`src/rtl/sps_pkg.sv`:
```
package sps_pkg;
   // timing
   localparam int unsigned CLK_MHZ           = 100;
   localparam int unsigned SENSE_PERIOD_US   = 1024;
   localparam int unsigned DEBOUNCE_US       = 32;
   localparam int unsigned FLOAT_HOLD_MS     = 64;
   localparam int unsigned SENSE_PERIOD_CYC  = SENSE_PERIOD_US * CLK_MHZ;
   localparam int unsigned DEBOUNCE_CYC      = DEBOUNCE_US * CLK_MHZ;
   localparam int unsigned FLOAT_HOLD_CYC    = FLOAT_HOLD_MS * 1000 * CLK_MHZ;
   // step period: STEP_BASE_CYC plus the velocity headroom below full scale
   localparam int unsigned STEP_BASE_CYC     = 20;
   // reset value, safe position disable code and shift
   localparam logic [15:0] POS_RESET         = 16'h0000;
   localparam logic [10:0] SAFE_DISABLED     = 11'h400;
   localparam int unsigned SAFE_SHIFT        = 5;

   typedef enum logic [1:0] {
      SPS_ADDR_FLOAT = 2'b00,
      SPS_ADDR_LOW   = 2'b01,
      SPS_ADDR_HIGH  = 2'b10
   } sps_addr_t;

   typedef enum logic [2:0] {
      SPS_MV_IDLE   = 3'b000,
      SPS_MV_RUN    = 3'b001,
      SPS_MV_LEG1   = 3'b010,
      SPS_MV_LEG2   = 3'b011,
      SPS_MV_SAFE   = 3'b100
   } sps_mode_t;
endpackage : sps_pkg

```
`src/rtl/sps_addr_sense.sv`:
```
module sps_addr_sense #(
   parameter int unsigned PERIOD_CYC   = sps_pkg::SENSE_PERIOD_CYC,
   parameter int unsigned DEBOUNCE_CYC = sps_pkg::DEBOUNCE_CYC
) (
   // clock and reset
   input  wire logic              clk,
   input  wire logic              rst,
   // analog front end
   input  wire logic              addr_pin_comparator_out,
   output logic                   high_side_sense_drive,
   output logic                   low_side_sense_drive,
   // result
   output sps_pkg::sps_addr_t     addr_state,
   output logic                   addr_bit
);
   typedef struct packed {
      logic [23:0]         tmr;
      logic                phase_hs;
      logic                drv;
      sps_pkg::sps_addr_t  st;
   } sps_as_t;

   sps_as_t q, d;

   always_comb begin
      d = q;
      if (q.drv) begin
         if (q.tmr == 24'(DEBOUNCE_CYC - 1)) begin
            // comparator is settled after the debounce interval [RULE23]
            d.drv = 1'b0;
            if (q.phase_hs) begin
               if (addr_pin_comparator_out) d.st = sps_pkg::SPS_ADDR_LOW;        // [RULE20]
               else if (q.st == sps_pkg::SPS_ADDR_LOW) d.st = sps_pkg::SPS_ADDR_FLOAT; // [RULE22] [RULE21]
            end else begin
               if (addr_pin_comparator_out) d.st = sps_pkg::SPS_ADDR_HIGH;       // [RULE19]
               else if (q.st == sps_pkg::SPS_ADDR_HIGH) d.st = sps_pkg::SPS_ADDR_FLOAT; // [RULE22] [RULE21]
            end
         end
      end
      if (q.tmr == 24'(PERIOD_CYC - 1)) begin
         d.tmr      = '0;
         d.drv      = 1'b1;                 // [RULE24]
         d.phase_hs = ~q.phase_hs;          // [RULE18]
      end else begin
         d.tmr = q.tmr + 24'h000001;
      end
   end

   always_ff @(posedge clk) begin
      if (rst) begin
         q <= '{tmr: '0, phase_hs: 1'b1, drv: 1'b0, st: sps_pkg::SPS_ADDR_FLOAT};
      end else begin
         q <= d;
      end
   end

   assign high_side_sense_drive = q.drv & q.phase_hs;
   assign low_side_sense_drive  = q.drv & ~q.phase_hs;
   assign addr_state            = q.st;
   assign addr_bit              = (q.st == sps_pkg::SPS_ADDR_HIGH);
endmodule : sps_addr_sense

```
`src/rtl/sps_sequencer.sv`:
```
// Summary of operation
// RULE1: each move ramps vmin to vmax, then decelerates symmetrically to target.
// RULE2: same-direction command during deceleration re-accelerates without idle gap.
// RULE3: target reached exactly; velocity rounding cleared on return to vmin.
// RULE4: dual leg one goes to first target with command velocities, stored acceleration.
// RULE5: dual leg two goes to second target at command vmin, no ramp.
// RULE6: after leg two actual position cleared, target position untouched.
// RULE7: safe position enabled means a move there after the dual sequence.
// RULE8: dual sequence completion sets the referenced flag.
// RULE9: dual sequence ignores commands; only shutdown or immediate halt abort it.
// RULE10: host should not start dual sequence while a motion is in progress.
// RULE11: dual start loads target with safe position if enabled, else zero.
// RULE12: goto and goto-safe during dual sequence are buffered, run afterwards.
// RULE13: both status reads are served during a dual sequence.
// RULE14: dual command velocities apply only to it; stored velocities return afterwards.
// RULE15: zero, dual and ramped-halt commands during dual sequence are discarded.
// RULE16: parameter writes during dual apply immediately except velocities.
// RULE17: positions wrap on a circle; goto takes the shortest direction.
// RULE18: sense logic alternates high and low side drives, never both.
// RULE19: low side phase with comparator high gives state High.
// RULE20: high side phase with comparator high gives state Low.
// RULE21: comparator low keeps Float, keeps Low in low phase, High in high phase.
// RULE22: comparator low moves High in low phase or Low in high phase to Float.
// RULE23: comparator only interpreted after the debounce interval.
// RULE24: sensing repeats periodically; High is address one, Low address zero.
// RULE25: Float persisting for the hold time triggers a move to safe position.
module sps_sequencer #(
   parameter int unsigned FLOAT_HOLD_CYC = sps_pkg::FLOAT_HOLD_CYC,
   parameter int unsigned PERIOD_CYC     = sps_pkg::SENSE_PERIOD_CYC,
   parameter int unsigned DEBOUNCE_CYC   = sps_pkg::DEBOUNCE_CYC,
   parameter int unsigned STEP_BASE_CYC  = sps_pkg::STEP_BASE_CYC
) (
   // clock and reset
   input  wire logic        clk,
   input  wire logic        rst,
   // decoded commands, one-cycle pulses
   input  wire logic        goto_position_cmd,
   input  wire logic        goto_safe_position_cmd,
   input  wire logic        dual_speed_reference_cmd,
   input  wire logic        immediate_halt_cmd,
   input  wire logic        ramped_halt_cmd,
   input  wire logic        zero_position_cmd,
   input  wire logic        motion_param_write_cmd,
   input  wire logic        status_read_one_cmd,
   input  wire logic        status_read_two_cmd,
   // command data
   input  wire logic [15:0] cmd_position,
   input  wire logic [15:0] first_leg_target,
   input  wire logic [15:0] second_leg_target,
   input  wire logic [3:0]  cmd_vmin,
   input  wire logic [3:0]  cmd_vmax,
   input  wire logic [3:0]  param_vmin,
   input  wire logic [3:0]  param_vmax,
   input  wire logic [3:0]  param_accel,
   input  wire logic        accel_shape_select,
   input  wire logic [10:0] safe_position_value,
   input  wire logic        motor_shutdown,
   // address pin front end
   input  wire logic        addr_pin_comparator_out,
   output logic             high_side_sense_drive,
   output logic             low_side_sense_drive,
   // status
   output logic [15:0]      actual_position,
   output logic [15:0]      target_position,
   output logic             step_pulse,
   output logic             step_dir,
   output logic             moving,
   output logic             dual_active,
   output logic             referenced,
   output logic             addr_bit,
   output logic             status_snapshot_valid,
   output logic [15:0]      status_snapshot_pos
);
   typedef struct packed {
      sps_pkg::sps_mode_t mode;
      logic [15:0] act;
      logic [15:0] tag;
      logic [15:0] leg2;
      logic [3:0]  vmin;
      logic [3:0]  vmax;
      logic [7:0]  vel;       // velocity index scaled by 16
      logic [7:0]  acc_cnt;
      logic [11:0] step_cnt;
      logic        dir;
      logic        step;
      logic        ramp;
      logic        buf_valid;
      logic [15:0] buf_pos;
      logic        refd;
      logic [31:0] float_cnt;
      logic        float_fired;
      logic        snap_v;
      logic [15:0] snap_pos;
      logic        hs_q;
      logic        ls_q;
      logic        abit;
   } sps_state_t;

   sps_state_t q, d;
   sps_pkg::sps_addr_t a_state;
   logic hs_w, ls_w, abit_w;

   sps_addr_sense #(.PERIOD_CYC(PERIOD_CYC), .DEBOUNCE_CYC(DEBOUNCE_CYC)) u_sense (
      .clk                     (clk),
      .rst                     (rst),
      .addr_pin_comparator_out (addr_pin_comparator_out),
      .high_side_sense_drive   (hs_w),
      .low_side_sense_drive    (ls_w),
      .addr_state              (a_state),
      .addr_bit                (abit_w)
   );

   logic        safe_en;
   logic [15:0] safe_pos;
   logic [15:0] goal;
   logic [15:0] gdiff;
   logic [15:0] gdist;
   logic [15:0] decel_steps;
   logic        dual_mode;
   logic [7:0]  vmin16;
   logic [7:0]  vmax16;
   logic [11:0] period;

   always_comb begin
      safe_en     = (safe_position_value != sps_pkg::SAFE_DISABLED);
      safe_pos    = {safe_position_value, 5'h00};
      dual_mode   = (q.mode == sps_pkg::SPS_MV_LEG1) || (q.mode == sps_pkg::SPS_MV_LEG2);
      // leg one targets first position, leg two the second [RULE4] [RULE5]
      goal        = (q.mode == sps_pkg::SPS_MV_LEG1) ? first_leg_target :
                    (q.mode == sps_pkg::SPS_MV_LEG2) ? q.leg2 : q.tag;
      // two's complement difference wraps, so its sign is the short way [RULE17]
      gdiff       = goal - q.act;
      gdist       = gdiff[15] ? (16'h0000 - gdiff) : gdiff;
      vmin16      = {q.vmin, 4'h0};
      vmax16      = {q.vmax, 4'h0};
      // steps needed to slow down, proportional to velocity above vmin
      decel_steps = {8'h00, q.vel - vmin16} >> 2;
      period      = 12'(STEP_BASE_CYC) + {4'h0, 8'hff - q.vel};
   end

   always_comb begin
      d      = q;
      d.step = 1'b0;
      d.snap_v = 1'b0;
      d.hs_q = hs_w;
      d.ls_q = ls_w;
      d.abit = abit_w;

      // status reads always served, dual or not [RULE13]
      if (status_read_one_cmd || status_read_two_cmd) begin
         d.snap_v   = 1'b1;
         d.snap_pos = q.act;
      end

      // velocities follow stored parameters except during dual legs [RULE14] [RULE16]
      if (!dual_mode) begin
         d.vmin = param_vmin;
         d.vmax = param_vmax;
      end

      // float debounce before triggering the safe move [RULE25]
      if (a_state == sps_pkg::SPS_ADDR_FLOAT) begin
         if (q.float_cnt != 32'(FLOAT_HOLD_CYC)) d.float_cnt = q.float_cnt + 32'h1;
      end else begin
         d.float_cnt   = '0;
         d.float_fired = 1'b0;
      end

      if (dual_mode) begin
         // goto commands buffered; zero, dual, ramped halt dropped [RULE12] [RULE15] [RULE9]
         if (goto_position_cmd) begin
            d.buf_valid = 1'b1;
            d.buf_pos   = cmd_position;
         end else if (goto_safe_position_cmd && safe_en) begin
            d.buf_valid = 1'b1;
            d.buf_pos   = safe_pos;
         end
      end else begin
         if (dual_speed_reference_cmd) begin
            d.mode = sps_pkg::SPS_MV_LEG1;
            d.tag  = safe_en ? safe_pos : sps_pkg::POS_RESET;    // [RULE11]
            d.leg2 = second_leg_target;
            d.vmin = cmd_vmin;                                  // [RULE4]
            d.vmax = cmd_vmax;
            d.buf_valid = 1'b0;
         end else if (zero_position_cmd) begin
            d.act = sps_pkg::POS_RESET;
            d.tag = sps_pkg::POS_RESET;
         end else if (ramped_halt_cmd) begin
            d.tag = q.act + (q.dir ? -decel_steps : decel_steps);
         end else if (goto_position_cmd) begin
            d.tag  = cmd_position;
            d.mode = sps_pkg::SPS_MV_RUN;
         end else if (goto_safe_position_cmd && safe_en) begin
            d.tag  = safe_pos;
            d.mode = sps_pkg::SPS_MV_RUN;
         end else if (a_state == sps_pkg::SPS_ADDR_FLOAT && !q.float_fired
                      && q.float_cnt == 32'(FLOAT_HOLD_CYC) && safe_en) begin
            d.float_fired = 1'b1;
            d.tag  = safe_pos;
            d.mode = sps_pkg::SPS_MV_RUN;
         end
      end

      // leg one targets first position, leg two the second [RULE4] [RULE5]
      begin
         if (q.mode == sps_pkg::SPS_MV_IDLE) begin
            d.vel = vmin16;                                      // [RULE3]
         end else if (gdist == 16'h0000) begin
            // exact arrival; rounding cleared by restarting at vmin [RULE3]
            d.vel = vmin16;
            d.step_cnt = '0;
            case (q.mode)
               sps_pkg::SPS_MV_LEG1: d.mode = sps_pkg::SPS_MV_LEG2;
               sps_pkg::SPS_MV_LEG2: begin
                  d.act  = sps_pkg::POS_RESET;                   // [RULE6]
                  d.refd = 1'b1;                                 // [RULE8]
                  // safe move already loaded into the target [RULE7]
                  d.mode = (safe_en && q.tag != 16'h0000) ? sps_pkg::SPS_MV_SAFE
                                                          : sps_pkg::SPS_MV_IDLE;
                  // a goto taken in this very cycle still counts as buffered [RULE12]
                  if (d.buf_valid) begin
                     d.tag       = d.buf_pos;
                     d.buf_valid = 1'b0;
                     d.mode      = sps_pkg::SPS_MV_RUN;
                  end
               end
               // a command landing on the arrival cycle keeps its new move [RULE2]
               default: if (d.tag == q.tag && d.mode == q.mode) d.mode = sps_pkg::SPS_MV_IDLE;
            endcase
         end else begin
            d.dir = gdiff[15];                                   // [RULE17]
            if (q.step_cnt >= period) begin
               d.step_cnt = '0;
               d.step     = 1'b1;
               d.act      = gdiff[15] ? q.act - 16'h0001 : q.act + 16'h0001;
               // ramp: accelerate while far, decelerate near goal [RULE1] [RULE2]
               if (q.mode == sps_pkg::SPS_MV_LEG2) begin
                  d.vel = vmin16;                                // [RULE5]
               end else if ({8'h00, q.vel - vmin16} >> 2 >= gdist) begin
                  if (q.vel > vmin16) d.vel = q.vel - {4'h0, param_accel} - 8'h01;
                  if (d.vel < vmin16 || d.vel > q.vel) d.vel = vmin16;
               end else if (q.vel < vmax16) begin
                  d.vel = q.vel + {4'h0, param_accel} + 8'h01;
                  if (d.vel > vmax16 || d.vel < q.vel) d.vel = vmax16;
               end else if (q.vel > vmax16) begin
                  d.vel = vmax16;
               end
               if (accel_shape_select) d.vel = vmin16;
            end else begin
               d.step_cnt = q.step_cnt + 12'h001;
            end
         end
      end

      // immediate halt and shutdown abort anything, dual included [RULE9]
      if (immediate_halt_cmd || motor_shutdown) begin
         d.mode      = sps_pkg::SPS_MV_IDLE;
         d.tag       = q.act;
         d.vel       = vmin16;
         d.buf_valid = 1'b0;
         d.step      = 1'b0;
      end
   end

   always_ff @(posedge clk) begin
      if (rst) begin
         q <= '0;
      end else begin
         q <= d;
      end
   end

   assign actual_position       = q.act;
   assign target_position       = q.tag;
   assign step_pulse            = q.step;
   assign step_dir              = q.dir;
   assign moving                = (q.mode != sps_pkg::SPS_MV_IDLE);
   assign dual_active           = (q.mode == sps_pkg::SPS_MV_LEG1) ||
                                  (q.mode == sps_pkg::SPS_MV_LEG2);
   assign referenced            = q.refd;
   assign high_side_sense_drive = q.hs_q;
   assign low_side_sense_drive  = q.ls_q;
   assign addr_bit              = q.abit;
   assign status_snapshot_valid = q.snap_v;
   assign status_snapshot_pos   = q.snap_pos;
endmodule : sps_sequencer

```
`config.mk`:
```
export PLATFORM = sky130hd
export DESIGN_NAME = sps_sequencer
export DESIGN_NICKNAME = d
export VERILOG_FILES = /design/src/rtl/sps_pkg.sv /design/src/rtl/sps_addr_sense.sv /design/src/rtl/sps_sequencer.sv
export SDC_FILE = /design/constraint.sdc
export NUM_CORES = 1
export LEC_CHECK = 0
export BUFFER_PORTS_ARGS = -buffer_cell sky130_fd_sc_hd__buf_2
export CAP_MARGIN = 20
export CORE_MARGIN = 3
export CORE_UTILIZATION = 59
export CTS_CLUSTER_DIAMETER = 100
export DETAILED_ROUTE_END_ITERATION = 8
export PLACE_DENSITY = 0.85
export SYNTH_ARGS = -nofsm -noshare
export SYNTH_HDL_FRONTEND = slang
export SYNTH_SLANG_ARGS = --single-unit
export TNS_END_PERCENT = 30
```
`constraint.sdc`:
```
create_clock -name clk -period 7.4 [get_ports clk]
set_clock_uncertainty 0.05 [all_clocks]
set_input_delay 1.11 -clock clk [delete_from_list [all_inputs] [get_ports clk]]
set_output_delay 1.11 -clock clk [all_outputs]
set_load 0.02 [all_outputs]
```
==> impl_metrics.tcl, run 1 <==
set metrics [dict create \
    status "complete, no violations" \
    die_x_um 161 \
    routed_wl_um 43700 \
    hold_viol_final 0 \
    setup_viol 0 \
    place_area_um2 14700 \
    yosysUniqueCellTypes 92 \
    rsz0062_at_grt "no" \
    overflow 0 \
    syn_area_per_cell_um2 7.62 \
    ys_seq_area_share_pct 25.5 \
    crit_family "compound AO/OA/AOI/OAI gates" \
    grtUsageMet1_pct 39.7 \
    worstSkewPairLatency_ns 0.45 \
    cp_slowest_stage_delay_ns 1.03 \
    syn_area_um2 14100 \
    die_h_um 161 \
    post-dp-hpwl_um 32400 \
    leakage_uw 0.00644 \
    fp-row-count 56 \
    antenna_cells 0 \
    grt_util_met3_pct 7.09 \
    core_um2 23500 \
    worstPathMaxFanout 24 \
    finalMaxSlewViolations 0 \
    critPathSlowestCell "dfxtp_1" \
    final_area_um2 15300 \
    initialDrtViolationCount 1213 \
    critPathKind "reg -> reg" \
    synth-seq-cells 180 \
    slew_headroom_pct 24.3 \
    top_usage_layer "met2" \
    fin_nets 2105 \
    cts.sink_count 180 \
    async_reset_ff_share_pct 0 \
    htree_levels 4 \
    tightest_slew_ns 1.13 \
    gp_congestion 0.991 \
    min_path_type "reg -> reg" \
    cts.path.max_buffers 2 \
    cp_cell_sequence "mux2i_1 > o21ai_0 > ha_1 > o21ai_0 > a21oi_1 > o211ai_1 > nand3_1 > nand3_1 > and2_1 > inv_2 > fa_1 > a21o_1 > a21oi_1 > o21bai_1 > a21oi_1 > o21ai_0 > a21oi_1 > o21bai_1 > a2111oi_0 > o31ai_1 > a21oi_1 > xnor2_1 > a22o_1" \
    synth_flop_cell "dfxtp_1" \
    grt_usage_pct 32.8 \
    cts_tree "done" \
    cp.arrival_ns 7.30 \
    max_freq_mhz 143 \
    antenna_found_initial 2 \
    maxCapViolCount 0 \
    vias 14195 \
    period_minus_slack_ns 7.01 \
    cts.repair.resized 0 \
    ys_warn_count 0 \
    drc_errors 0 \
    root_buffer "clkbuf_16" \
    synthCells 1856 \
    initial_core_util_pct 60.1 \
    ant_nets 0 \
    grt_pass1_vias 13734 \
    crit_path_end_kind "flop" \
    start_kind "flop" \
    vias_per_cell 6.35 \
    crit_top_cell "a21oi_1" \
    fillCellCount 2098 \
    port_buffers 148 \
    cp_num_buf_inv 1 \
    areaGrowthSynthToFinish_pct 8.20 \
    finalCritPeriodShare_pct 94.7 \
    crit_required_ns 7.69 \
    synth_fp_nets 2056 \
    grt_max_degree 72 \
    drive_gt1_share_pct 12.0 \
    clk_pin_slew_ns 0.08 \
    postCtsHoldBufs 0 \
    ir_drop_mv 0.125 \
    firstDrtPassIters 7 \
    post-cts-setup-buffers 0 \
    ios 150 \
    cellPowerDensity_nw_per_um2 171 \
    cts_buffers 17 \
    grt_pass1_wl_um 69400 \
    wl_per_cell_um 19.5 \
    setup_tns_ns 0 \
    dieArea_um2 25900 \
    gr-usage-met2_pct 54.0 \
    synth-edff-count 0 \
]
[flip-flops by register name, indices dropped and copies added, names as in the netlist]
signal / cells
actual_position: 16
addr_bit: 1
high_side_sense_drive: 1
low_side_sense_drive: 1
q: 97
referenced: 1
status_snapshot_pos: 16
status_snapshot_valid: 1
step_dir: 1
step_pulse: 1
target_position: 16
u_sense.addr_state: 2
u_sense.q: 26
[metrics by stage]
stage / total power [µW] / setup slack, ns / instances / hold WS (ns) / util [%]
after floorplan: 1520 / 1.19 / 1856 / 0.376 / -
after global placement: 1660 / 0.897 / 2204 / 0.380 / 62.4
after detailed placement: 1670 / 0.644 / 2204 / 0.395 / 62.4
after CTS: 2600 / 0.531 / 2236 / 0.406 / 65.0
after global routing: 2730 / 0.0456 / 2237 / 0.424 / 65.0
final: 2620 / 0.392 / 2237 / 0.407 / 65.0
[per-layer routing]
| metal | up-vias | part of all wire, % |
|---|---|---|
| li1 | 6720 | - |
| met1 | 6579 | 39 |
| met2 | 701 | 46 |
| met3 | 193 | 8.8 |
| met4 | 2 | 6.1 |
| met5 | - | 0.018 |
[where the power goes]
| part | internal, µW | total (µW) | switching [µW] |
|---|---|---|---|
| Combinational | 261 | 664 | 403 |
| Sequential | 986 | 1010 | 24.7 |
| Clock | 460 | 942 | 482 |
[worst min-delay path, stage by stage (launching register included)]
cell and delay, ns:
dfxtp_1 0.32, nand2_1 0.05, a21oi_1 0.05
[synthesized netlist by cell type, drive strengths merged (31+ instances only)]
library cell  instances  area [µm²]
dfxtp               180        3600
o21ai                96         480
or3                  31         194
ha                  101        1260
mux2i                42         420
nand3                55         275
xor2                 53         472
nor3                 35         191
buf                  72         472
inv                  91         342
a21oi               135         679
clkbuf               60         225
nand2               212         803
a211oi               31         243
nor2                192         721
xnor2                52         455
[worst paths after layout]
| path | start | to | slack, ns | depth (start not counted) |
|---|---|---|---|---|
| min | q[83] | q[83] | 0.41 | 2 |
| max reg2reg | q[158] | actual_position[14] | 0.39 | 23 |
| min reg2reg | q[83] | q[83] | 0.41 | 2 |
| max | q[158] | actual_position[14] | 0.39 | 23 |
[cells by family (layout without fill, tap and decap cells)]
group           Yosys count  after routing  synth area share (%)
simple gates            717            717                  25.0
fa+ha+maj               107            107                  9.79
buf+inv                 223            285                  7.35
compound gates          478            478                  22.5
mux                      46             46                  3.29
xor+xnor                105            105                  6.56
flops                   180            180                  25.5
[layout by cell type, fill, tap and decap left out, types with 31 or more instances in the layout]
cell type  instances
nand2_1          211
nor2_1           192
dfxtp_1          180
buf_2            147
a21oi_1          134
ha_1             101
o21ai_0           93
inv_1             90
nand3_1           55
xnor2_1           52
xor2_1            52
mux2i_1           42
nor3_1            33
or3_1             31
[area by class of cell]
type | count | area (µm²) | share of cell area (%)
multi-input combinational | 1453 | 9500 | 62.1
tap | 319 | 399 | 2.61
sequential | 180 | 3600 | 23.6
timing repair buffer | 162 | 848 | 5.55
clock inverter | 14 | 178 | 1.16
clock buffer | 18 | 429 | 2.81
inverter | 91 | 342 | 2.23
No activity file was read; power rests on OpenSTA's default activity.
==> inputs of run 2 (changes only) <==
--- a/config.mk
+++ b/config.mk
@@ -6,7 +6,7 @@
 export NUM_CORES = 1
 export LEC_CHECK = 0
 export BUFFER_PORTS_ARGS = -buffer_cell sky130_fd_sc_hd__buf_2
-export CAP_MARGIN = 20
+export CAP_MARGIN = 5
 export CORE_MARGIN = 3
 export CORE_UTILIZATION = 59
 export CTS_CLUSTER_DIAMETER = 100
==> constraint.sdc (replaced) <==
create_clock -name clk -period 8.6 [get_ports clk]
set_clock_uncertainty 0.05 [all_clocks]
set_input_delay 1.29 -clock clk [delete_from_list [all_inputs] [get_ports clk]]
set_output_delay 1.29 -clock clk [all_outputs]
set_load 0.02 [all_outputs]
==> run 2 against run 1 <==
Net effect:
- non-clock buffer count fell by 3
- clock power shrank 15%
- fmax shrank 1.2%
- final cell count hardly changed
- highest routed layer is now met4
==> impl_metrics.tcl, run 2 (synthesis gave the netlist of run 1 again) <==
set metrics [dict create \
    ir_drop_mv 0.0951 \
    slew_headroom_pct 29.0 \
    cp.arrival_ns 7.38 \
    cp_slowest_stage_delay_ns 0.89 \
    tightest_slew_ns 1.06 \
    layout.cells.non_filler 2235 \
    vias 14269 \
    overflow 0 \
    period_minus_slack_ns 7.09 \
    crit_end "actual_position[14]" \
    postCtsHoldBufs 0 \
    crit_top_cell "a21oi_1" \
    fin_util_pct 64.8 \
    final_common_cell "nand2_1" \
    status "complete, no violations" \
    drc_errors 0 \
    final_area_um2 15300 \
    fp-row-count 56 \
    dieArea_um2 25900 \
    leakage_uw 0.00642 \
    setup_tns_ns 0 \
    cts.path.max_buffers 2 \
    largestRegisters "q: 97 flops, u_sense.q: 26 flops" \
    place_ws_ns 1.61 \
    cts.repair.resized 0 \
    max_freq_mhz 141 \
    final.setup.worst_slack_ns 1.51 \
    place_area_um2 14700 \
    crit_required_ns 8.89 \
    critPathKind "reg -> reg" \
    post-cts-setup-buffers 0 \
    ios 150 \
    die_x_um 161 \
    dp_cells 2202 \
    initialDrtViolationCount 1440 \
    drive_gt1_share_pct 11.9 \
    min_path_type "reg -> reg" \
    initial_core_util_pct 60.1 \
    worstHoldStart "status_snapshot_pos[15]" \
    finalMaxSlewViolations 0 \
    worstSkewPairLatency_ns 0.45 \
    vias_per_cell 6.38 \
    hold_viol_final 0 \
    cp_cell_sequence "nand2b_2 > o21ai_0 > ha_1 > nand2b_1 > a21oi_1 > o211ai_1 > nand3_1 > a21o_1 > and2_1 > inv_2 > fa_1 > a21o_1 > a21oi_1 > o21bai_1 > a21oi_1 > o21ai_0 > a21oi_1 > o21bai_1 > a2111oi_0 > o31ai_1 > a21oi_1 > xnor2_1 > a22o_1" \
    die_h_um 161 \
    grt_pass1_vias 13319 \
    firstDrtPassIters 6 \
    setup_viol 0 \
    clk_pin_slew_ns 0.07 \
    grt_max_degree 70 \
    crit_path_end_kind "flop" \
    cts_buffers 17 \
    wl_per_cell_um 19.3 \
    port_buffers 148 \
    root_buffer "clkbuf_16" \
    regToRegStartpoint "q[160]" \
    regMostFlops "q" \
    antenna_found_initial 0 \
    rsz0062_at_grt "no" \
    largest_register_ffs 97 \
    grt_pass1_wl_um 68900 \
    worstPathMaxFanout 53 \
    finalCritPeriodShare_pct 82.5 \
    htree_levels 4 \
    start_kind "flop" \
    gp_congestion 0.999 \
    cts_tree "done" \
    cts.sink_count 180 \
    mostFrequentLayoutCells "211 x nand2_1, 192 x nor2_1, 180 x dfxtp_1, 147 x buf_2, 134 x a21oi_1" \
    r2r_cells 23 \
    ant_nets 0 \
    r2r_setup_slack_ns 1.51 \
    cellPowerDensity_nw_per_um2 147 \
    routed_wl_um 43100 \
    fin_nets 2102 \
    areaGrowthSynthToFinish_pct 7.96 \
    core_um2 23500 \
    cp-startpoint "q[160]" \
    r2r_end "actual_position[14]" \
    maxCapViolCount 0 \
    post-dp-hpwl_um 31900 \
    critPathSlowestCell "nand2b_2" \
    grt_usage_pct 32.5 \
]
## run 2: power by group
part           leakage, µW  internal [µW]  switching, µW
Clock             0.000286            393            404
Sequential         0.00146            848           20.6
Combinational      0.00467            224            349
Total              0.00642           1460            774
## run 2: per-stage QoR
stage               hold slack, ns  total power (µW)
finish                       0.400              2240
global route                 0.420              2340
CTS                          0.401              2230
detailed placement           0.390              1440
global placement             0.381              1420
floorplan                    0.376              1310
## run 2: per-layer routing
metal | up-vias | GRT usage, % | wire length, µm
li1 | 6732 | - | -
met1 | 6650 | 41.6 | 17400
met2 | 739 | 53.2 | 19700
met3 | 148 | 5.55 | 3850
met4 | 0 | 16.0 | 2230
met5 | - | 0 | 0
## run 2: worst min path at each step
stage                                    to  slack (ns)  cells after the start
CTS                  status_snapshot_pos[9]        0.40                      2
global placement                 referenced        0.38                      2
global route        status_snapshot_pos[15]        0.42                      2
floorplan                      u_sense.q[4]        0.38                      1
detailed placement   status_snapshot_pos[9]        0.39                      2
finish              status_snapshot_pos[15]        0.40                      2
## run 2: worst max-delay path, delay by kind of cell, from the launching register on
family	cells	cell delay, ns
AOI/OAI and AO/OA	15	3.49
xor gates and xnor gates	1	0.08
adders and majority gates	2	0.89
buffers and inverters	1	0.35
DFF	1	0.48
and+or+nand+nor	4	1.60
## run 2: layout make-up
class / count / area, µm²
Tap cell: 319 / 399
Timing Repair Buffer: 159 / 826
Multi-Input combinational cell: 1453 / 9500
Inverter: 91 / 342
Fill cell: 2048 / 8280
Sequential cell: 180 / 3600
Clock inverter: 14 / 164
Antenna cell: 1 / 2.50
Clock buffer: 18 / 429
